File: src/hw/dcsp_regs.vh
// register ports, control bit positions, reset values and counts of the serial port
`ifndef DCSP_REGS_VH
`define DCSP_REGS_VH

// i/o port numbers decoded from the three low address lines
`define DCSP_PORT_W 3
`define DCSP_PORT_CTL_LO 3'h0
`define DCSP_PORT_CTL_HI 3'h1

// data widths
`define DCSP_DATA_W 16
`define DCSP_WORD_W 8
`define DCSP_BITS_PER_WORD 4'h8
`define DCSP_BITCNT_W 4
`define DCSP_RX_LAST 4'h1

// lower control register bits
`define DCSP_LO_RX_FLAG 1
`define DCSP_LO_TX_FLAG 2
`define DCSP_LO_RX_IEN 3
`define DCSP_LO_TX_IEN 4
`define DCSP_LO_EXT_FRAMING 5
`define DCSP_LO_BCLK_OUT 6
`define DCSP_LO_LONG_PULSE 7
`define DCSP_LO_HI_SEL 8
`define DCSP_LO_FIFO_FULL 9
`define DCSP_LO_FIFO_EMPTY 10
`define DCSP_LO_TX_BUSY 11
`define DCSP_LO_RX_BUSY 12

// upper control register fields
`define DCSP_HI_FRATE_LSB 0
`define DCSP_HI_FRATE_MSB 7
`define DCSP_HI_BDIV_LSB 8
`define DCSP_HI_BDIV_MSB 11
`define DCSP_FRATE_W 8
`define DCSP_BDIV_W 4

// reset values
`define DCSP_CTL_LO_RST 16'h0000
`define DCSP_CTL_HI_RST 16'h0000
`define DCSP_ZERO16 16'h0000
`define DCSP_ZERO8 8'h00

// transmit queue depth: two entries, one pointer bit
`define DCSP_FIFO_CNT_W 2
`define DCSP_FIFO_DEPTH 2'h2

`endif

File: src/hw/dcsp_top.v
// dual channel codec serial port with i/o mapped control and data ports
//
// What this block does
// - two receive channels each shift their own input into their own receive register
// - internal framing starts transmit and receive together on a high frame pulse
// - frame pulse is short or long, chosen by software
// - frame pulse rate is the bit clock divided by the eight bit frame rate field plus one
// - external source holds receive frame low for a word; falling edge starts receive
// - rising receive frame edge sets the receive flag and interrupts if enabled
// - external source holds transmit frame low for a word; falling edge starts transmit
// - rising transmit frame edge sets the transmit flag and interrupts if enabled
// - software chooses the bit clock pin as input or as driven output
// - driven bit clock is the system clock divided by two times (a four bit field plus one)
// - reset releases the bit clock pin
// - without a running bit clock no transfer makes progress
// - receive data holds one eight bit sample per channel, transmit data two, reached by i/o ports
// - a control bit selects internal or external framing
// - port 0 reaches the lower control register
// - port 1 reaches the upper control register and the channel data registers
// - the port is decoded from the three low address lines
// - receive and transmit run at the same time without interference
// - the frame pulse can serve as a periodic sample clock or timer tick
// - transmit data registers form a queue feeding the transmit shift registers
// - each channel has an eight bit receive shift register ahead of its receive register
//
// Local design decisions: the register offsets and strobed register access.
`timescale 1ns/1ns
`include "dcsp_regs.vh"
`default_nettype none

module dcsp_top (
  // clock and reset
  input wire CLOCK,
  input wire RESETN,
  // register port
  input wire [`DCSP_PORT_W-1:0] ADDR,
  input wire [`DCSP_DATA_W-1:0] WDATA,
  input wire WR_STB,
  input wire RD_STB,
  output reg [`DCSP_DATA_W-1:0] RDATA,
  // serial data pins
  input wire RX_DATA_IN_CH0,
  input wire RX_DATA_IN_CH1,
  output reg TX_DATA_OUT_CH0,
  output reg TX_DATA_OUT_CH1,
  output reg TX_DATA_OE_CH0,
  output reg TX_DATA_OE_CH1,
  // framing pins
  output reg INTERNAL_FRAME_PULSE,
  input wire EXT_RX_FRAME_N,
  input wire EXT_TX_FRAME_N,
  // bit clock pin
  input wire BIT_CLOCK_IN,
  output reg BIT_CLOCK_OUT,
  output reg BIT_CLOCK_OE,
  // interrupt request
  output reg IRQ
);

  // falling edge of a sampled active low frame input
  function frame_fall;
    input prev;
    input cur;
    begin
      frame_fall = prev & ~cur;
    end
  endfunction

  // rising edge of a sampled active low frame input
  function frame_rise;
    input prev;
    input cur;
    begin
      frame_rise = ~prev & cur;
    end
  endfunction

  //////////////////////////////////////////////////////////////////////////////
  // control registers and port decode

  reg [`DCSP_DATA_W-1:0] ctl_lo_r;
  reg [`DCSP_DATA_W-1:0] ctl_hi_r;
  reg rx_flag_r;
  reg tx_flag_r;
  wire ext_framing;
  wire bclk_out_mode;
  wire long_pulse;
  wire hi_sel;
  wire [`DCSP_FRATE_W-1:0] frame_rate_divider;
  wire [`DCSP_BDIV_W-1:0] bit_clock_divider;
  wire wr_lo;
  wire wr_hi;
  wire wr_data;
  wire rd_data;
  reg rx_flag_set;
  reg tx_flag_set;

  // port decoded from the three low address lines
  assign wr_lo = WR_STB & (ADDR == `DCSP_PORT_CTL_LO);
  assign wr_hi = WR_STB & (ADDR == `DCSP_PORT_CTL_HI) & hi_sel;
  assign wr_data = WR_STB & (ADDR == `DCSP_PORT_CTL_HI) & ~hi_sel;
  assign rd_data = RD_STB & (ADDR == `DCSP_PORT_CTL_HI) & ~hi_sel;

  assign ext_framing = ctl_lo_r[`DCSP_LO_EXT_FRAMING];
  assign bclk_out_mode = ctl_lo_r[`DCSP_LO_BCLK_OUT];
  assign long_pulse = ctl_lo_r[`DCSP_LO_LONG_PULSE];
  assign hi_sel = ctl_lo_r[`DCSP_LO_HI_SEL];
  assign frame_rate_divider = ctl_hi_r[`DCSP_HI_FRATE_MSB:`DCSP_HI_FRATE_LSB];
  assign bit_clock_divider = ctl_hi_r[`DCSP_HI_BDIV_MSB:`DCSP_HI_BDIV_LSB];

  // control storage; flags are kept apart so a set beats a write-one clear
  always @(posedge CLOCK or negedge RESETN) begin
    if (!RESETN) begin
      ctl_lo_r <= `DCSP_CTL_LO_RST;
      ctl_hi_r <= `DCSP_CTL_HI_RST;
      rx_flag_r <= 1'b0;
      tx_flag_r <= 1'b0;
    end else begin
      if (wr_lo) begin
        ctl_lo_r <= WDATA;
      end
      if (wr_hi) begin
        ctl_hi_r <= WDATA;
      end
      rx_flag_r <= rx_flag_set | (rx_flag_r & ~(wr_lo & WDATA[`DCSP_LO_RX_FLAG]));
      tx_flag_r <= tx_flag_set | (tx_flag_r & ~(wr_lo & WDATA[`DCSP_LO_TX_FLAG]));
    end
  end

  //////////////////////////////////////////////////////////////////////////////
  // bit clock: driven from the system clock or taken from the pin

  reg [`DCSP_BDIV_W-1:0] bdiv_cnt_r;
  reg bclk_int_r;
  reg bclk_s1_r;
  reg bclk_s2_r;
  reg bclk_s3_r;
  wire bdiv_hit;
  reg bclk_rise;
  reg bclk_fall;

  assign bdiv_hit = (bdiv_cnt_r == bit_clock_divider);

  // half period of the driven clock is divider plus one system clocks
  always @(posedge CLOCK or negedge RESETN) begin
    if (!RESETN) begin
      bdiv_cnt_r <= {`DCSP_BDIV_W{1'b0}};
      bclk_int_r <= 1'b0;
      BIT_CLOCK_OUT <= 1'b0;
      BIT_CLOCK_OE <= 1'b0;
    end else begin
      BIT_CLOCK_OE <= bclk_out_mode;
      if (!bclk_out_mode) begin
        bdiv_cnt_r <= {`DCSP_BDIV_W{1'b0}};
        bclk_int_r <= 1'b0;
        BIT_CLOCK_OUT <= 1'b0;
      end else if (bdiv_hit) begin
        bdiv_cnt_r <= {`DCSP_BDIV_W{1'b0}};
        bclk_int_r <= ~bclk_int_r;
        BIT_CLOCK_OUT <= ~bclk_int_r;
      end else begin
        bdiv_cnt_r <= bdiv_cnt_r + 1'b1;
      end
    end
  end

  // external clock through two flip-flops, third stage for edge detect;
  // reset high so a released, idle-high pin gives no false rise after reset
  always @(posedge CLOCK or negedge RESETN) begin
    if (!RESETN) begin
      bclk_s1_r <= 1'b1;
      bclk_s2_r <= 1'b1;
      bclk_s3_r <= 1'b1;
    end else begin
      bclk_s1_r <= BIT_CLOCK_IN;
      bclk_s2_r <= bclk_s1_r;
      bclk_s3_r <= bclk_s2_r;
    end
  end

  // one cycle enables on bit clock edges; no edges means no progress
  always @* begin
    if (bclk_out_mode) begin
      bclk_rise = bdiv_hit & ~bclk_int_r;
      bclk_fall = bdiv_hit & bclk_int_r;
    end else begin
      bclk_rise = bclk_s2_r & ~bclk_s3_r;
      bclk_fall = ~bclk_s2_r & bclk_s3_r;
    end
  end

  //////////////////////////////////////////////////////////////////////////////
  // pin synchronisers for serial data and frame inputs

  reg [1:0] dr_s1_r;
  reg [1:0] dr_s2_r;
  reg fsr_s1_r;
  reg fsr_s2_r;
  reg fsx_s1_r;
  reg fsx_s2_r;
  reg fsr_q_r;
  reg fsx_q_r;

  // two flip-flops on every pin, then frame levels sampled on bit clock rise
  always @(posedge CLOCK or negedge RESETN) begin
    if (!RESETN) begin
      dr_s1_r <= 2'h0;
      dr_s2_r <= 2'h0;
      fsr_s1_r <= 1'b1;
      fsr_s2_r <= 1'b1;
      fsx_s1_r <= 1'b1;
      fsx_s2_r <= 1'b1;
      fsr_q_r <= 1'b1;
      fsx_q_r <= 1'b1;
    end else begin
      dr_s1_r <= {RX_DATA_IN_CH1, RX_DATA_IN_CH0};
      dr_s2_r <= dr_s1_r;
      fsr_s1_r <= EXT_RX_FRAME_N;
      fsr_s2_r <= fsr_s1_r;
      fsx_s1_r <= EXT_TX_FRAME_N;
      fsx_s2_r <= fsx_s1_r;
      if (bclk_rise) begin
        fsr_q_r <= fsr_s2_r;
        fsx_q_r <= fsx_s2_r;
      end
    end
  end

  //////////////////////////////////////////////////////////////////////////////
  // internal frame pulse generator

  reg [`DCSP_FRATE_W-1:0] frame_cnt_r;
  reg [`DCSP_BITCNT_W-1:0] pulse_cnt_r;
  wire int_start;

  // a frame starts each frame_rate_divider+1 bit clocks
  assign int_start = bclk_rise & ~ext_framing & (frame_cnt_r == `DCSP_ZERO8);

  always @(posedge CLOCK or negedge RESETN) begin
    if (!RESETN) begin
      frame_cnt_r <= `DCSP_ZERO8;
      pulse_cnt_r <= {`DCSP_BITCNT_W{1'b0}};
      INTERNAL_FRAME_PULSE <= 1'b0;
    end else if (ext_framing) begin
      frame_cnt_r <= `DCSP_ZERO8;
      pulse_cnt_r <= {`DCSP_BITCNT_W{1'b0}};
      INTERNAL_FRAME_PULSE <= 1'b0;
    end else if (bclk_rise) begin
      if (int_start) begin
        frame_cnt_r <= frame_rate_divider;
        INTERNAL_FRAME_PULSE <= 1'b1;
        pulse_cnt_r <= long_pulse ? `DCSP_BITS_PER_WORD - 1'b1 : {`DCSP_BITCNT_W{1'b0}};
      end else begin
        frame_cnt_r <= frame_cnt_r - 1'b1;
        if (pulse_cnt_r != {`DCSP_BITCNT_W{1'b0}}) begin
          pulse_cnt_r <= pulse_cnt_r - 1'b1;
        end else begin
          INTERNAL_FRAME_PULSE <= 1'b0;
        end
      end
    end
  end

  //////////////////////////////////////////////////////////////////////////////
  // transmit queue of two channel pairs

  reg [`DCSP_DATA_W-1:0] tx_holding_regs [0:1];
  reg fifo_wp_r;
  reg fifo_rp_r;
  reg [`DCSP_FIFO_CNT_W-1:0] fifo_cnt_r;
  wire fifo_full;
  wire fifo_empty;
  wire fifo_push;
  wire fifo_pop;
  wire tx_start;

  assign fifo_full = (fifo_cnt_r == `DCSP_FIFO_DEPTH);
  assign fifo_empty = (fifo_cnt_r == {`DCSP_FIFO_CNT_W{1'b0}});
  assign fifo_push = wr_data & ~fifo_full;
  assign fifo_pop = tx_start & ~fifo_empty;

  // low byte for channel 0, high byte for channel 1; writes when full are dropped
  always @(posedge CLOCK or negedge RESETN) begin
    if (!RESETN) begin
      tx_holding_regs[0] <= `DCSP_ZERO16;
      tx_holding_regs[1] <= `DCSP_ZERO16;
      fifo_wp_r <= 1'b0;
      fifo_rp_r <= 1'b0;
      fifo_cnt_r <= {`DCSP_FIFO_CNT_W{1'b0}};
    end else begin
      if (fifo_push) begin
        tx_holding_regs[fifo_wp_r] <= WDATA;
        fifo_wp_r <= ~fifo_wp_r;
      end
      if (fifo_pop) begin
        fifo_rp_r <= ~fifo_rp_r;
      end
      if (fifo_push & ~fifo_pop) begin
        fifo_cnt_r <= fifo_cnt_r + 1'b1;
      end else if (fifo_pop & ~fifo_push) begin
        fifo_cnt_r <= fifo_cnt_r - 1'b1;
      end
    end
  end

  //////////////////////////////////////////////////////////////////////////////
  // transmit shifters, msb first, bits launched on bit clock rise

  reg [`DCSP_WORD_W-1:0] tx_sh0_r;
  reg [`DCSP_WORD_W-1:0] tx_sh1_r;
  reg [`DCSP_BITCNT_W-1:0] tx_cnt_r;
  reg tx_busy_r;

  assign tx_start = ext_framing ? (bclk_rise & frame_fall(fsx_q_r, fsx_s2_r)) : int_start;

  always @(posedge CLOCK or negedge RESETN) begin
    if (!RESETN) begin
      tx_sh0_r <= `DCSP_ZERO8;
      tx_sh1_r <= `DCSP_ZERO8;
      tx_cnt_r <= {`DCSP_BITCNT_W{1'b0}};
      tx_busy_r <= 1'b0;
      TX_DATA_OUT_CH0 <= 1'b0;
      TX_DATA_OUT_CH1 <= 1'b0;
      TX_DATA_OE_CH0 <= 1'b0;
      TX_DATA_OE_CH1 <= 1'b0;
    end else if (fifo_pop) begin
      tx_sh0_r <= {tx_holding_regs[fifo_rp_r][`DCSP_WORD_W-2:0], 1'b0};
      tx_sh1_r <= {tx_holding_regs[fifo_rp_r][`DCSP_DATA_W-2:`DCSP_WORD_W], 1'b0};
      TX_DATA_OUT_CH0 <= tx_holding_regs[fifo_rp_r][`DCSP_WORD_W-1];
      TX_DATA_OUT_CH1 <= tx_holding_regs[fifo_rp_r][`DCSP_DATA_W-1];
      TX_DATA_OE_CH0 <= 1'b1;
      TX_DATA_OE_CH1 <= 1'b1;
      tx_cnt_r <= `DCSP_BITS_PER_WORD - 1'b1;
      tx_busy_r <= 1'b1;
    end else if (bclk_rise & tx_busy_r) begin
      if (tx_cnt_r == {`DCSP_BITCNT_W{1'b0}}) begin
        tx_busy_r <= 1'b0;
        TX_DATA_OE_CH0 <= 1'b0;
        TX_DATA_OE_CH1 <= 1'b0;
      end else begin
        TX_DATA_OUT_CH0 <= tx_sh0_r[`DCSP_WORD_W-1];
        TX_DATA_OUT_CH1 <= tx_sh1_r[`DCSP_WORD_W-1];
        tx_sh0_r <= {tx_sh0_r[`DCSP_WORD_W-2:0], 1'b0};
        tx_sh1_r <= {tx_sh1_r[`DCSP_WORD_W-2:0], 1'b0};
        tx_cnt_r <= tx_cnt_r - 1'b1;
      end
    end
  end

  //////////////////////////////////////////////////////////////////////////////
  // receive shifters, msb first, bits captured on bit clock fall

  reg [`DCSP_WORD_W-1:0] rx_shift_regs0_r;
  reg [`DCSP_WORD_W-1:0] rx_shift_regs1_r;
  reg [`DCSP_WORD_W-1:0] rx_data0_r;
  reg [`DCSP_WORD_W-1:0] rx_data1_r;
  reg [`DCSP_BITCNT_W-1:0] rx_cnt_r;
  reg rx_busy_r;
  reg rx_done;
  wire rx_start;

  assign rx_start = ext_framing ? (bclk_rise & frame_fall(fsr_q_r, fsr_s2_r)) : int_start;

  always @(posedge CLOCK or negedge RESETN) begin
    if (!RESETN) begin
      rx_shift_regs0_r <= `DCSP_ZERO8;
      rx_shift_regs1_r <= `DCSP_ZERO8;
      rx_data0_r <= `DCSP_ZERO8;
      rx_data1_r <= `DCSP_ZERO8;
      rx_cnt_r <= {`DCSP_BITCNT_W{1'b0}};
      rx_busy_r <= 1'b0;
    end else if (rx_start) begin
      rx_cnt_r <= `DCSP_BITS_PER_WORD;
      rx_busy_r <= 1'b1;
    end else if (bclk_fall & rx_busy_r) begin
      rx_shift_regs0_r <= {rx_shift_regs0_r[`DCSP_WORD_W-2:0], dr_s2_r[0]};
      rx_shift_regs1_r <= {rx_shift_regs1_r[`DCSP_WORD_W-2:0], dr_s2_r[1]};
      rx_cnt_r <= rx_cnt_r - 1'b1;
      if (rx_cnt_r == `DCSP_RX_LAST) begin
        rx_busy_r <= 1'b0;
        rx_data0_r <= {rx_shift_regs0_r[`DCSP_WORD_W-2:0], dr_s2_r[0]};
        rx_data1_r <= {rx_shift_regs1_r[`DCSP_WORD_W-2:0], dr_s2_r[1]};
      end
    end
  end

  //////////////////////////////////////////////////////////////////////////////
  // flag events: frame end edges externally, word completion internally

  always @* begin
    rx_done = bclk_fall & rx_busy_r & (rx_cnt_r == `DCSP_RX_LAST) & ~rx_start;
    if (ext_framing) begin
      rx_flag_set = bclk_rise & frame_rise(fsr_q_r, fsr_s2_r);
      tx_flag_set = bclk_rise & frame_rise(fsx_q_r, fsx_s2_r);
    end else begin
      rx_flag_set = rx_done;
      tx_flag_set = bclk_rise & tx_busy_r & (tx_cnt_r == {`DCSP_BITCNT_W{1'b0}}) & ~fifo_pop;
    end
  end

  //////////////////////////////////////////////////////////////////////////////
  // read data and interrupt request

  always @(posedge CLOCK or negedge RESETN) begin
    if (!RESETN) begin
      RDATA <= `DCSP_ZERO16;
      IRQ <= 1'b0;
    end else begin
      IRQ <= (rx_flag_r & ctl_lo_r[`DCSP_LO_RX_IEN]) | (tx_flag_r & ctl_lo_r[`DCSP_LO_TX_IEN]);
      RDATA <= `DCSP_ZERO16;
      if (RD_STB & (ADDR == `DCSP_PORT_CTL_LO)) begin
        RDATA <= ctl_lo_r;
        RDATA[`DCSP_LO_RX_FLAG] <= rx_flag_r;
        RDATA[`DCSP_LO_TX_FLAG] <= tx_flag_r;
        RDATA[`DCSP_LO_FIFO_FULL] <= fifo_full;
        RDATA[`DCSP_LO_FIFO_EMPTY] <= fifo_empty;
        RDATA[`DCSP_LO_TX_BUSY] <= tx_busy_r;
        RDATA[`DCSP_LO_RX_BUSY] <= rx_busy_r;
      end else if (RD_STB & (ADDR == `DCSP_PORT_CTL_HI) & hi_sel) begin
        RDATA <= ctl_hi_r;
      end else if (rd_data) begin
        RDATA <= {rx_data1_r, rx_data0_r};
      end
    end
  end

endmodule // dcsp_top

`default_nettype wire

File: config.mk
export PLATFORM = sky130hd
export DESIGN_NAME = dcsp_top
export DESIGN_NICKNAME = d
export VERILOG_FILES = /design/src/hw/dcsp_top.v
export VERILOG_INCLUDE_DIRS = /design/src /design/src/hw
export SDC_FILE = /design/constraint.sdc
export NUM_CORES = 1
export LEC_CHECK = 0
export ABC_AREA = 1
export BUFFER_PORTS_ARGS = -buffer_cell sky130_fd_sc_hd__buf_2
export CAP_MARGIN = 10
export CORE_MARGIN = 1
export CORE_UTILIZATION = 54
export DETAILED_ROUTE_END_ITERATION = 12
export PLACE_DENSITY = 0.75
export SYNTH_ARGS = -nofsm -noshare
export SYNTH_HDL_FRONTEND = slang
export SYNTH_SLANG_ARGS = --single-unit
export TNS_END_PERCENT = 1
File: constraint.sdc
create_clock -name CLOCK -period 2.3 [get_ports CLOCK]
set_input_delay 0.23 -clock CLOCK [delete_from_list [all_inputs] [get_ports CLOCK]]
set_output_delay 0.23 -clock CLOCK [all_outputs]
set_load 0.1 [all_outputs]
---- Yosys cells after proc, flatten, opt, wreduce, memory -nomap -nowiden ----
Cells that the tools add are included.
storage, ports and cells
  register bits ........................... 177
  bits of input ports ..................... 28
  word-level logic and storage cells ...... 194
cells by class
  add/sub/neg operators ................... 7
  order comparisons ....................... 3
  equal/unequal tests ..................... 7
  mux-type cells .......................... 56
  bitwise logic cells ..................... 61
  reductions and logical operators ........ 20
operators by type and width
  operator               number
  $mux W16               7
  $mux W8                9
  $mux W4                11
  $and A1 B1 Y1          38
  $bwmux W32             1
  $mux W1                24
  $not A1 Y1             18
  $demux W16 S1          1
  $reduce_and A2 Y1      6
  $reduce_bool A2 Y1     6
  $sub A4 B1 Y4 const B  3
  $logic_not A8 Y1       1
  $sub A8 B1 Y8 const B  1
  $add A4 B1 Y4 const B  1
  $eq A4 B1 Y1 const B   1
  $eq A4 B4 Y1           1
  $ge A2 B2 Y1 const B   2
  $logic_not A4 Y1       1
  $mux W2                2
  $not A1 Y2             2
  $reduce_bool A4 Y1     1
  $eq A3 B1 Y1 const B   1
  $logic_not A3 Y1       1
  $mux W3                1
  other kinds (12)       14

---- Depth between registers and ports, before layout ----
Gate-level depths: netlist of run 1.
  depth after elaboration ................. 11
  mapped depth ............................ 14

---- Worst setup path after synthesis of run 1 ----
Ideal clock, no wire load.
  path type ............................... register to register
  start point ............................. reg bclk_int_r
  end point ............................... reg fifo_cnt_r[1]
  library setup time ...................... 0.131 ns
  arrival ................................. 2.388 ns
  required time ........................... 2.169 ns
  path slack .............................. -0.219 ns
  stages on the path, launching flop included .. 14
  path through ............................ dfrtp_1 inv_1 nand2_1 inv_1 nand3_2 nand2_2 nand3_1 nand2_2 nand2_4 buf_2 ha_1 a21oi_1 o21ai_0 xor2_1
between the ends
  longest elaborated chain between the ends .. 10
RTL lines
  what                                                  RTL line        RTL
  start, declared                                       dcsp_top.v:134  reg bclk_int_r;
  start signal, assigned                                dcsp_top.v:159  bclk_int_r <= ~bclk_int_r;
  $not A1 Y1 (*)                                        dcsp_top.v:184  bclk_rise = bdiv_hit & ~bclk_int_r;
  $and A1 B1 Y1 (*)                                     dcsp_top.v:184
  $mux W1 (*)                                           dcsp_top.v:183  if (bclk_out_mode) begin
  $and A1 B1 Y1 (2 in a row)                            dcsp_top.v:237  assign int_start = bclk_rise & ~ext_framing & (frame_cnt_r == `DCSP_ZERO8);
  $mux W1 (*)                                           dcsp_top.v:314  assign tx_start = ext_framing ? (bclk_rise & frame_fall(fsx_q_r, fsx_s2_r)) : int_start;
  $and A1 B1 Y1 (*)                                     dcsp_top.v:280  assign fifo_pop = tx_start & ~fifo_empty;
  $not A1 Y1                                            dcsp_top.v:298  if (fifo_push & ~fifo_pop) begin
  $and A1 B1 Y1                                         dcsp_top.v:298
  $mux W2 / $reduce_bool A2 Y1 (equally long branches)  n/a
  end signal, assigned                                  dcsp_top.v:289  fifo_cnt_r <= {`DCSP_FIFO_CNT_W{1'b0}};
  end signal, assigned                                  dcsp_top.v:299  fifo_cnt_r <= fifo_cnt_r + 1'b1;
  end signal, assigned                                  dcsp_top.v:301  fifo_cnt_r <= fifo_cnt_r - 1'b1;
  end, declared                                         dcsp_top.v:270  reg [`DCSP_FIFO_CNT_W-1:0] fifo_cnt_r;
Mark *: on every way between the ends. The rest lies on a longest branch, timed or not.
A chain may end at the register's enable or synchronous reset.

---- Final worst setup path of run 1 ----
  start point ............................. reg frame_cnt_r[0]
  end point ............................... reg fifo_cnt_r[1]
between the ends
  longest elaborated chain between the ends .. 7
RTL lines
  what                                                  RTL line        RTL
  start, declared                                       dcsp_top.v:232  reg [`DCSP_FRATE_W-1:0] frame_cnt_r;
  start signal, assigned                                dcsp_top.v:241  frame_cnt_r <= `DCSP_ZERO8;
  start signal, assigned                                dcsp_top.v:245  frame_cnt_r <= `DCSP_ZERO8;
  start signal, assigned                                dcsp_top.v:250  frame_cnt_r <= frame_rate_divider;
  $logic_not A8 Y1 (no line) (*)                        n/a
  $and A1 B1 Y1 (*)                                     dcsp_top.v:237
  $mux W1 (*)                                           dcsp_top.v:314
  $and A1 B1 Y1 (*)                                     dcsp_top.v:280
  $not A1 Y1                                            dcsp_top.v:298
  $and A1 B1 Y1                                         dcsp_top.v:298
  $mux W2 / $reduce_bool A2 Y1 (equally long branches)  n/a
Marks and branches as above.

==> results_dict.tcl, run 1 <==
set metrics [dict create \
    cap_violations 0 \
    async_reset_ff_share_pct 100 \
    synthXorXnorAreaFrac_pct 1.53 \
    grt_max_degree 76 \
    vias 5681 \
    vdd_drop_max_v 0.000752 \
    power.switching_mw 3.95 \
    insertion_delay_ns 0.43 \
    drc 0 \
    clkTransAtPathRegs_ns 0.06 \
    drive_above_1_share_pct 15.0 \
    maxSlewViolCount 0 \
    worstSetupPathType "reg -> reg" \
    synth-compound-area-share_pct 11.0 \
    p_total_mw 10.5 \
    arrival_ns 2.30 \
    dpl_worst_slack_ns 0.334 \
    grt_pass1_wl_um 27400 \
    post-cts-setup-buffers 0 \
    status "completed" \
    hpwl_um 11000 \
    postSynthAreaPerCell_um2 8.79 \
    start_kind "register" \
    crit_path_end_kind "register" \
    diodes 0 \
    fin_tns_setup_ns 0 \
    swShare_pct 37.5 \
    dieWidth_um 119 \
    root_buffer "clkbuf_16" \
    tightest_slew_ns 0.708 \
    initial_utilization_pct 55.8 \
    htreeDepth 4 \
    dieHeight_um 119 \
    synth.area.mux_share_pct 0 \
    synth_fa_ha_area_share_pct 1.51 \
    relSlewSlack_pct 52.8 \
    syn_area_um2 7450 \
    areaGrowthSynthToFinish_pct 15.5 \
    wl_um 16200 \
    rows 42 \
    synth_most_common_cell "nand2_1" \
    ys_top_cells_by_count "nand2_1, dfrtp_1, inv_1" \
    drtIter0Drc 452 \
    hold_slack_ns 0.0299 \
    fmax_ghz 0.501 \
    period_needed_ns 2.00 \
    core_um2 13300 \
    dr.pass1.iters 8 \
    place_inst 1062 \
    setup_viol 0 \
    gp_congestion 0.836 \
    clkSinkCount 169 \
    grt_usage_pct 25.1 \
    vias_per_cell 5.16 \
    synth_area_leaders "dfrtp_1, nand2_1, o21ai_0" \
    holdCritPathClass "in -> reg" \
    ctsResizeCount 0 \
    globalRouteOverflowTotal 0 \
    syn-instance-count 847 \
    hp-start "WDATA[8]" \
    r2r-start "frame_cnt_r[0]" \
    nets 948 \
    hold_viol_final 0 \
    leakagePower_nw 4.26 \
    cp-startpoint "frame_cnt_r[0]" \
    p_int_mw 6.58 \
    clock_power_share_pct 26.5 \
    worstPathRequired_ns 2.61 \
    seq_area_frac_synth_pct 56.9 \
    post-route-period-util_pct 86.8 \
    cts_tree "yes" \
    clk_path_buf_depth 2 \
    final.setup_skew_ns 0.00525 \
    io_pins 52 \
    drtAntennaViolNets 0 \
    whs_path_depth 3 \
    p_comb_share_pct 31.1 \
    wl_per_cell_um 14.7 \
    synthFlopType "dfrtp_1" \
    synth_edf_count 0 \
    fin_ws_ns 0.303 \
    final_cells 1100 \
    yosys.area_share.simple_pct 20.5 \
    synth_top_area_share_pct 53.8 \
    first_global_vias 5648 \
    antenna_found_initial 0 \
    die_area_um2 14300 \
    ys_types 37 \
    sequentialPowerShare_pct 42.5 \
    synthesis.nets 884 \
    power.density_nw_per_um2 1220 \
    port_buffers 51 \
    yosys_warnings 0 \
    synth_top_area_cell "dfrtp_1" \
    reg2reg_depth 11 \
    rsz0062_at_grt "no" \
    cts-buffers-inserted 17 \
    synth_top_family_by_area "simple AND/OR/NAND/NOR gates" \
    ys_ff_latch 169 \
    path_max_fanout 4 \
]
-- per-stage QoR --
step	utilization (%)	instance area (um^2)
after global routing	64.4	8600
final	64.4	8600
after global placement	59.7	7970
after detailed placement	59.7	7970
after floorplan	-	7450
after CTS	64.4	8600
-- metal layers --
metal / GRT usage [%] / part of all wire (%)
met5: 0 / 0
met4: 9.14 / 2.4
met3: 6.66 / 4.9
met2: 38.0 / 45
met1: 34.8 / 47
-- worst paths after layout --
check / endpoint / slack (ns)
max: fifo_cnt_r[1] / 0.30
min reg2reg: dr_s2_r[1] / 0.35
min in group asynchronous: tx_sh0_r[4] / 0.40
max reg2reg: fifo_cnt_r[1] / 0.30
max in group asynchronous: bclk_s1_r / 1.15
min: ctl_hi_r[8] / 0.03
-- worst max-delay path: stages, from the launching register on --
cell and delay, ns:
dfrtp_1 0.38, inv_1 0.12, ha_1 0.15, nand3_1 0.11, nor2_4 0.14, nand3_1 0.13
nand2_2 0.12, nand2_4 0.05, ha_1 0.30, a21oi_1 0.12, o21ai_0 0.11, xor2_1 0.15
-- cell usage in the layout (no fill, tap or decap), types with 7 or more instances in the layout --
master and n:
buf_2 50, buf_4 21, clkbuf_16 17, dfrtp_1 159, dfstp_2 9, ha_1 9, inv_1 117, nand2_1 232
nand2_2 7, nand3_1 66, nor2_1 26, o21ai_0 100, o21ai_1 14, o221ai_1 16, xor2_1 9
-- layout make-up --
cell class              instances  area (um^2)
multi-input cells             522         2570
repair buffers                 81          539
flip-flops and latches        169         4240
fillers                      1125         4750
clock buffers                  21          450
clock inverters                11          123
inverters                     120          450
well taps                     176          220
-- registers in the layout, summed over array words and instances (netlist names), 2 cells and up --
name and flops:
frame_cnt_r 8, dr_s1_r 2, ctl_hi_r 16, RDATA 16, tx_cnt_r 4, dr_s2_r 2
bdiv_cnt_r 4, rx_shift_regs1_r 7, rx_data0_r 8, ctl_lo_r 10, tx_sh0_r 7, fifo_cnt_r 2
rx_data1_r 8, tx_holding_regs 32, rx_shift_regs0_r 7, tx_sh1_r 7, rx_cnt_r 4, pulse_cnt_r 4
-- power groups by stage --
stage          registers [mW]  clock network (mW)  logic (mW)
4_1_cts                  4.46                2.82        3.28
3_3_place_gp             4.47                   0        3.16
3_5_place_dp             4.50                   0        3.23
6_report                 4.47                2.79        3.27
2_1_floorplan            4.75                   0        2.13
5_1_grt                  4.58                2.95        3.71
-- repair_timing --
item                                    CTS  global route
hold buffers                              6             0
endpoints found under the setup margin    0             0
endpoints found under the hold margin    67             0
-- kinds of logic (layout without fill, tap and decap cells) --
| logic type | Yosys count | after routing |
|---|---|---|
| flip-flops | 169 | 169 |
| AO/OA/AOI/OAI | 145 | 145 |
| AND/OR/NAND/NOR | 355 | 355 |
| buffers and inverters | 156 | 233 |
| adder cells (fa/ha/maj) | 9 | 9 |
| XOR/XNOR | 13 | 13 |
No activity file was read; power rests on OpenSTA's default activity.
==> run 2, diff against run 1 <==
--- a/config.mk
+++ b/config.mk
@@ -7,11 +7,12 @@
 export NUM_CORES = 1
 export LEC_CHECK = 0
 export ABC_AREA = 1
+export ABC_CLOCK_PERIOD_IN_PS = 2300
 export BUFFER_PORTS_ARGS = -buffer_cell sky130_fd_sc_hd__buf_2
-export CAP_MARGIN = 10
 export CORE_MARGIN = 1
 export CORE_UTILIZATION = 54
 export DETAILED_ROUTE_END_ITERATION = 12
+export HOLD_SLACK_MARGIN = 0.06
 export PLACE_DENSITY = 0.75
 export SYNTH_ARGS = -nofsm -noshare
 export SYNTH_HDL_FRONTEND = slang
==> results_dict.tcl, run 2 (synthesis gave the netlist of run 1 again) <==
set metrics [dict create \
    cap_violations 0 \
    rows 42 \
    gp_congestion 0.836 \
    core_um2 13300 \
    design_area_um2 8730 \
    start_kind "register" \
    dieWidth_um 119 \
    areaGrowthSynthToFinish_pct 17.2 \
    cts-buffers-inserted 17 \
    clkSinkCount 169 \
    leakagePower_nw 4.31 \
    largest_register_ffs 32 \
    drtIter0Drc 454 \
    insertion_delay_ns 0.43 \
    reg.largest.list "tx_holding_regs (32), RDATA (16), ctl_hi_r (16)" \
    holdCritPathClass "in -> reg" \
    vdd_drop_max_v 0.000756 \
    drc 0 \
    vias_per_cell 5.13 \
    vias 5712 \
    reg2reg_depth 11 \
    wl_um 16300 \
    path_max_fanout 4 \
    diodes 0 \
    fin_tns_setup_ns 0 \
    drtAntennaViolNets 0 \
    grt_usage_pct 25.3 \
    worstSetupPathType "reg -> reg" \
    globalRouteOverflowTotal 0 \
    r2r-start "frame_cnt_r[0]" \
    crit_path_end_kind "register" \
    worstPathRequired_ns 2.61 \
    maxSlewViolCount 0 \
    root_buffer "clkbuf_16" \
    placed_area_um2 7970 \
    layout_common_cells "nand2_1, dfrtp_1, inv_1" \
    htreeDepth 4 \
    final_cells 1113 \
    tightest_slew_ns 0.702 \
    seqCellArea_um2 4240 \
    antenna_found_initial 0 \
    final.setup_skew_ns 0.00669 \
    power.density_nw_per_um2 1210 \
    fill_cells 1111 \
    rsz0062_at_grt "no" \
    rr_endpoint "fifo_cnt_r[1]" \
    io_pins 52 \
    drive_above_1_share_pct 14.8 \
    cts_tree "yes" \
    die_area_um2 14300 \
    nets 961 \
    clkTransAtPathRegs_ns 0.06 \
    dieHeight_um 119 \
    hpwl_um 11000 \
    first_global_vias 5730 \
    cp-startpoint "frame_cnt_r[0]" \
    clk_path_buf_depth 2 \
    grt_pass1_wl_um 27700 \
    hold_viol_final 0 \
    period_needed_ns 2.00 \
    dr.pass1.iters 5 \
    fmax_ghz 0.501 \
    layout_commonest_cell "nand2_1" \
    setup_viol 0 \
    arrival_ns 2.31 \
    port_buffers 51 \
    endpoint "fifo_cnt_r[1]" \
    wl_per_cell_um 14.6 \
    fin_util_pct 65.4 \
    place_inst 1062 \
    top_register "tx_holding_regs" \
    p_total_mw 10.6 \
    hold_slack_ns 0.0689 \
    multi_input_area_um2 2570 \
    r2r_slack_ns 0.30 \
    initial_utilization_pct 55.8 \
    post-route-period-util_pct 86.8 \
    grt_max_degree 76 \
    status "completed" \
    dpl_worst_slack_ns 0.334 \
    relSlewSlack_pct 53.2 \
    fin_ws_ns 0.303 \
]
[run 2: cell types whose count changed in the layout (fill, tap and decap cells not counted)]
cell,previous run,this run
dlygate4sd3_1,6,19
[run 2: worst max-delay path: stages, from the launching register on]
cell,delay (ns)
dfrtp_1,0.38
inv_1,0.12
ha_1,0.15
nand3_1,0.11
nor2_4,0.14
nand3_1,0.13
nand2_2,0.12
nand2_4,0.05
ha_1,0.30
a21oi_1,0.12
o21ai_0,0.11
xor2_1,0.15
[run 2: layout make-up]
class | count | share of cell area [%]
clock buffers | 21 | 5.16
clock inverters | 11 | 1.40
multi-input cells | 522 | 29.5
flip-flops and latches | 169 | 48.6
repair buffers | 94 | 7.67
well taps | 176 | 2.52
inverters | 120 | 5.16
[run 2: worst min path at each step]
stage / startpoint / end / slack, ns / cells after the start
global route: WDATA[10] / ctl_hi_r[10] / 0.09 / 3
detailed placement: RESETN / tx_sh0_r[4] / 0.31 / 1
finish: WDATA[10] / ctl_hi_r[10] / 0.07 / 3
global placement: RESETN / tx_sh0_r[3] / 0.30 / 1
floorplan: RESETN / BIT_CLOCK_OE / -0.07 / 0
CTS: WDATA[10] / ctl_hi_r[10] / 0.07 / 3
[run 2: timing repair]
item,CTS,global route
setup buffers,0,0
gates resized for setup,0,0
endpoints found under the hold margin,80,0
hold buffers,19,0
[run 2: routing by layer]
metal	vias to the layer above	global-route usage (%)	share of wire, %
met5	-	0	0
met4	0	9.14	2.1
met3	24	6.37	4.2
met2	115	39.0	47
met1	2724	34.9	47
li1	2849	-	-
[run 2: power by group]
| group | switching, mW | leakage [nW] | internal, mW |
|---|---|---|---|
| Clock | 1.16 | 0.269 | 1.62 |
| Sequential | 0.562 | 2.16 | 3.91 |
| Combinational | 2.23 | 1.89 | 1.06 |
==> run 3, diff against run 2 <==
--- a/config.mk
+++ b/config.mk
@@ -7,13 +7,14 @@
 export NUM_CORES = 1
 export LEC_CHECK = 0
 export ABC_AREA = 1
-export ABC_CLOCK_PERIOD_IN_PS = 2300
+export ABC_CLOCK_PERIOD_IN_PS = 2370
 export BUFFER_PORTS_ARGS = -buffer_cell sky130_fd_sc_hd__buf_2
 export CORE_MARGIN = 1
-export CORE_UTILIZATION = 54
+export CORE_UTILIZATION = 60
 export DETAILED_ROUTE_END_ITERATION = 12
-export HOLD_SLACK_MARGIN = 0.06
-export PLACE_DENSITY = 0.75
+export HOLD_SLACK_MARGIN = 0.1
+export PLACE_DENSITY = 0.79
+export RECOVER_POWER = 50
 export SYNTH_ARGS = -nofsm -noshare
 export SYNTH_HDL_FRONTEND = slang
 export SYNTH_SLANG_ARGS = --single-unit
==> constraint.sdc (replaced) <==
create_clock -name CLOCK -period 2.37 [get_ports CLOCK]
set_input_delay 0.237 -clock CLOCK [delete_from_list [all_inputs] [get_ports CLOCK]]
set_output_delay 0.237 -clock CLOCK [all_outputs]
set_load 0.1 [all_outputs]
==> results_dict.tcl, run 3 (synthesis gave the netlist of run 1 again) <==
set metrics [dict create \
    holdCritPathClass "in -> reg" \
    dieWidth_um 113 \
    place_inst 1046 \
    cts-buffers-inserted 17 \
    nets 954 \
    io_pins 52 \
    crit_path_end_kind "register" \
    grt_usage_pct 28.4 \
    dr.pass1.iters 5 \
    cts_tree "yes" \
    areaGrowthSynthToFinish_pct 16.0 \
    dpl_worst_slack_ns 0.203 \
    final.setup_skew_ns 0.00863 \
    gp_congestion 0.892 \
    power.density_nw_per_um2 1190 \
    initial_utilization_pct 61.7 \
    tightest_slew_ns 1.42 \
    drc 0 \
    wl_um 16900 \
    die_area_um2 12900 \
    layout_commonest_cell "nand2_1" \
    drive_above_1_share_pct 14.0 \
    dieHeight_um 113 \
    leakagePower_nw 4.27 \
    top_register "tx_holding_regs" \
    status "completed" \
    vdd_drop_max_v 0.000634 \
    maxSlewViolCount 0 \
    fin_tns_setup_ns 0 \
    htreeDepth 4 \
    clkTransAtPathRegs_ns 0.06 \
    clk_path_buf_depth 2 \
    fin_ws_ns 0.169 \
    grt_pass1_wl_um 27700 \
    arrival_ns 2.51 \
    core_um2 12100 \
    period_needed_ns 2.20 \
    clkSinkCount 169 \
    vias 5946 \
    drtIter0Drc 369 \
    layout_common_cells "nand2_1, dfrtp_1, inv_1" \
    post-route-period-util_pct 92.9 \
    antenna_found_initial 0 \
    worstPathRequired_ns 2.68 \
    rsz0062_at_grt "no" \
    first_global_vias 5831 \
    final_cells 1098 \
    fill_cells 888 \
    cap_violations 0 \
    ctsResizeCount 0 \
    relSlewSlack_pct 5.42 \
    reg.largest.list "tx_holding_regs (32), RDATA (16), ctl_hi_r (16)" \
    fmax_ghz 0.454 \
    rows 40 \
    drtAntennaViolNets 0 \
    root_buffer "clkbuf_16" \
    setup_viol 0 \
    grt_max_degree 63 \
    vias_per_cell 5.42 \
    largest_register_ffs 32 \
    insertion_delay_ns 0.43 \
    worstSetupPathType "reg -> reg" \
    hpwl_um 11400 \
    hold_viol_final 0 \
    start_kind "register" \
    diodes 0 \
    path_max_fanout 12 \
    hold_slack_ns 0.0969 \
    post-cts-setup-buffers 0 \
    globalRouteOverflowTotal 0 \
    port_buffers 51 \
    cts-hold-fix-buffers 20 \
    wl_per_cell_um 15.4 \
]
==> run 3: cell types whose count changed in the layout (fill, tap and decap cells not counted), moves of 2 or more <==
cell / delta
buf_4: -8
inv_6: +2
clkinv_2: +2
buf_12: -2
==> run 3: where the power goes <==
| part | internal (mW) | switching (mW) |
|---|---|---|
| combinational | 0.987 | 2.20 |
| sequential | 3.80 | 0.582 |
| clock | 1.55 | 1.16 |
| total | 6.33 | 3.94 |
==> run 3: final timing paths <==
| kind | start | to | depth (start not counted) | slack [ns] |
|---|---|---|---|---|
| setup / recovery | bdiv_cnt_r[1] | fifo_cnt_r[1] | 12 | 0.17 |
| hold / removal | WDATA[11] | ctl_hi_r[11] | 3 | 0.1 |
| setup reg to reg | bdiv_cnt_r[1] | fifo_cnt_r[1] | 12 | 0.17 |
| hold reg to reg | dr_s1_r[0] | dr_s2_r[0] | 0 | 0.36 |
| max in group asynchronous | RESETN | ctl_hi_r[12] | 3 | 0.47 |
| min in group asynchronous | RESETN | pulse_cnt_r[1] | 2 | 0.68 |
==> run 3: layout make-up <==
| cell class | instances | area, um^2 | share of cell area (%) |
|---|---|---|---|
| tap | 168 | 210 | 2.43 |
| inverter | 120 | 450 | 5.22 |
| clock inverter | 15 | 151 | 1.75 |
| timing repair buffer | 87 | 587 | 6.79 |
| multi-input combinational | 522 | 2570 | 29.8 |
| sequential | 169 | 4240 | 49.1 |
| clock buffer | 17 | 425 | 4.93 |
==> run 3: per-layer routing <==
layer	up-vias	global-route usage, %	wire length, um
met5	-	0	0
met4	0	12.5	376
met3	32	5.47	918
met2	193	47.8	8490
met1	2888	36.0	7170
li1	2833	-	-
==> run 3: critical path, stage by stage (launching register included) <==
cell	delay [ns]
dfrtp_1	0.41
nand2_1	0.09
nand2_1	0.08
nor2_2	0.16
nand3_2	0.11
nand2_2	0.20
nand3_1	0.17
nand2_2	0.12
nand2_4	0.05
ha_1	0.29
a21oi_1	0.11
o21ai_0	0.12
xor2_1	0.16
==> run 3: per-stage QoR <==
stage | util, % | power (mW) | instance area, um^2
CTS | 71.8 | 10.3 | 8660
global route | 71.6 | 10.9 | 8640
finish | 71.6 | 10.3 | 8640
global placement | 65.4 | 7.30 | 7880
floorplan | - | 6.68 | 7450
detailed placement | 65.4 | 7.53 | 7880
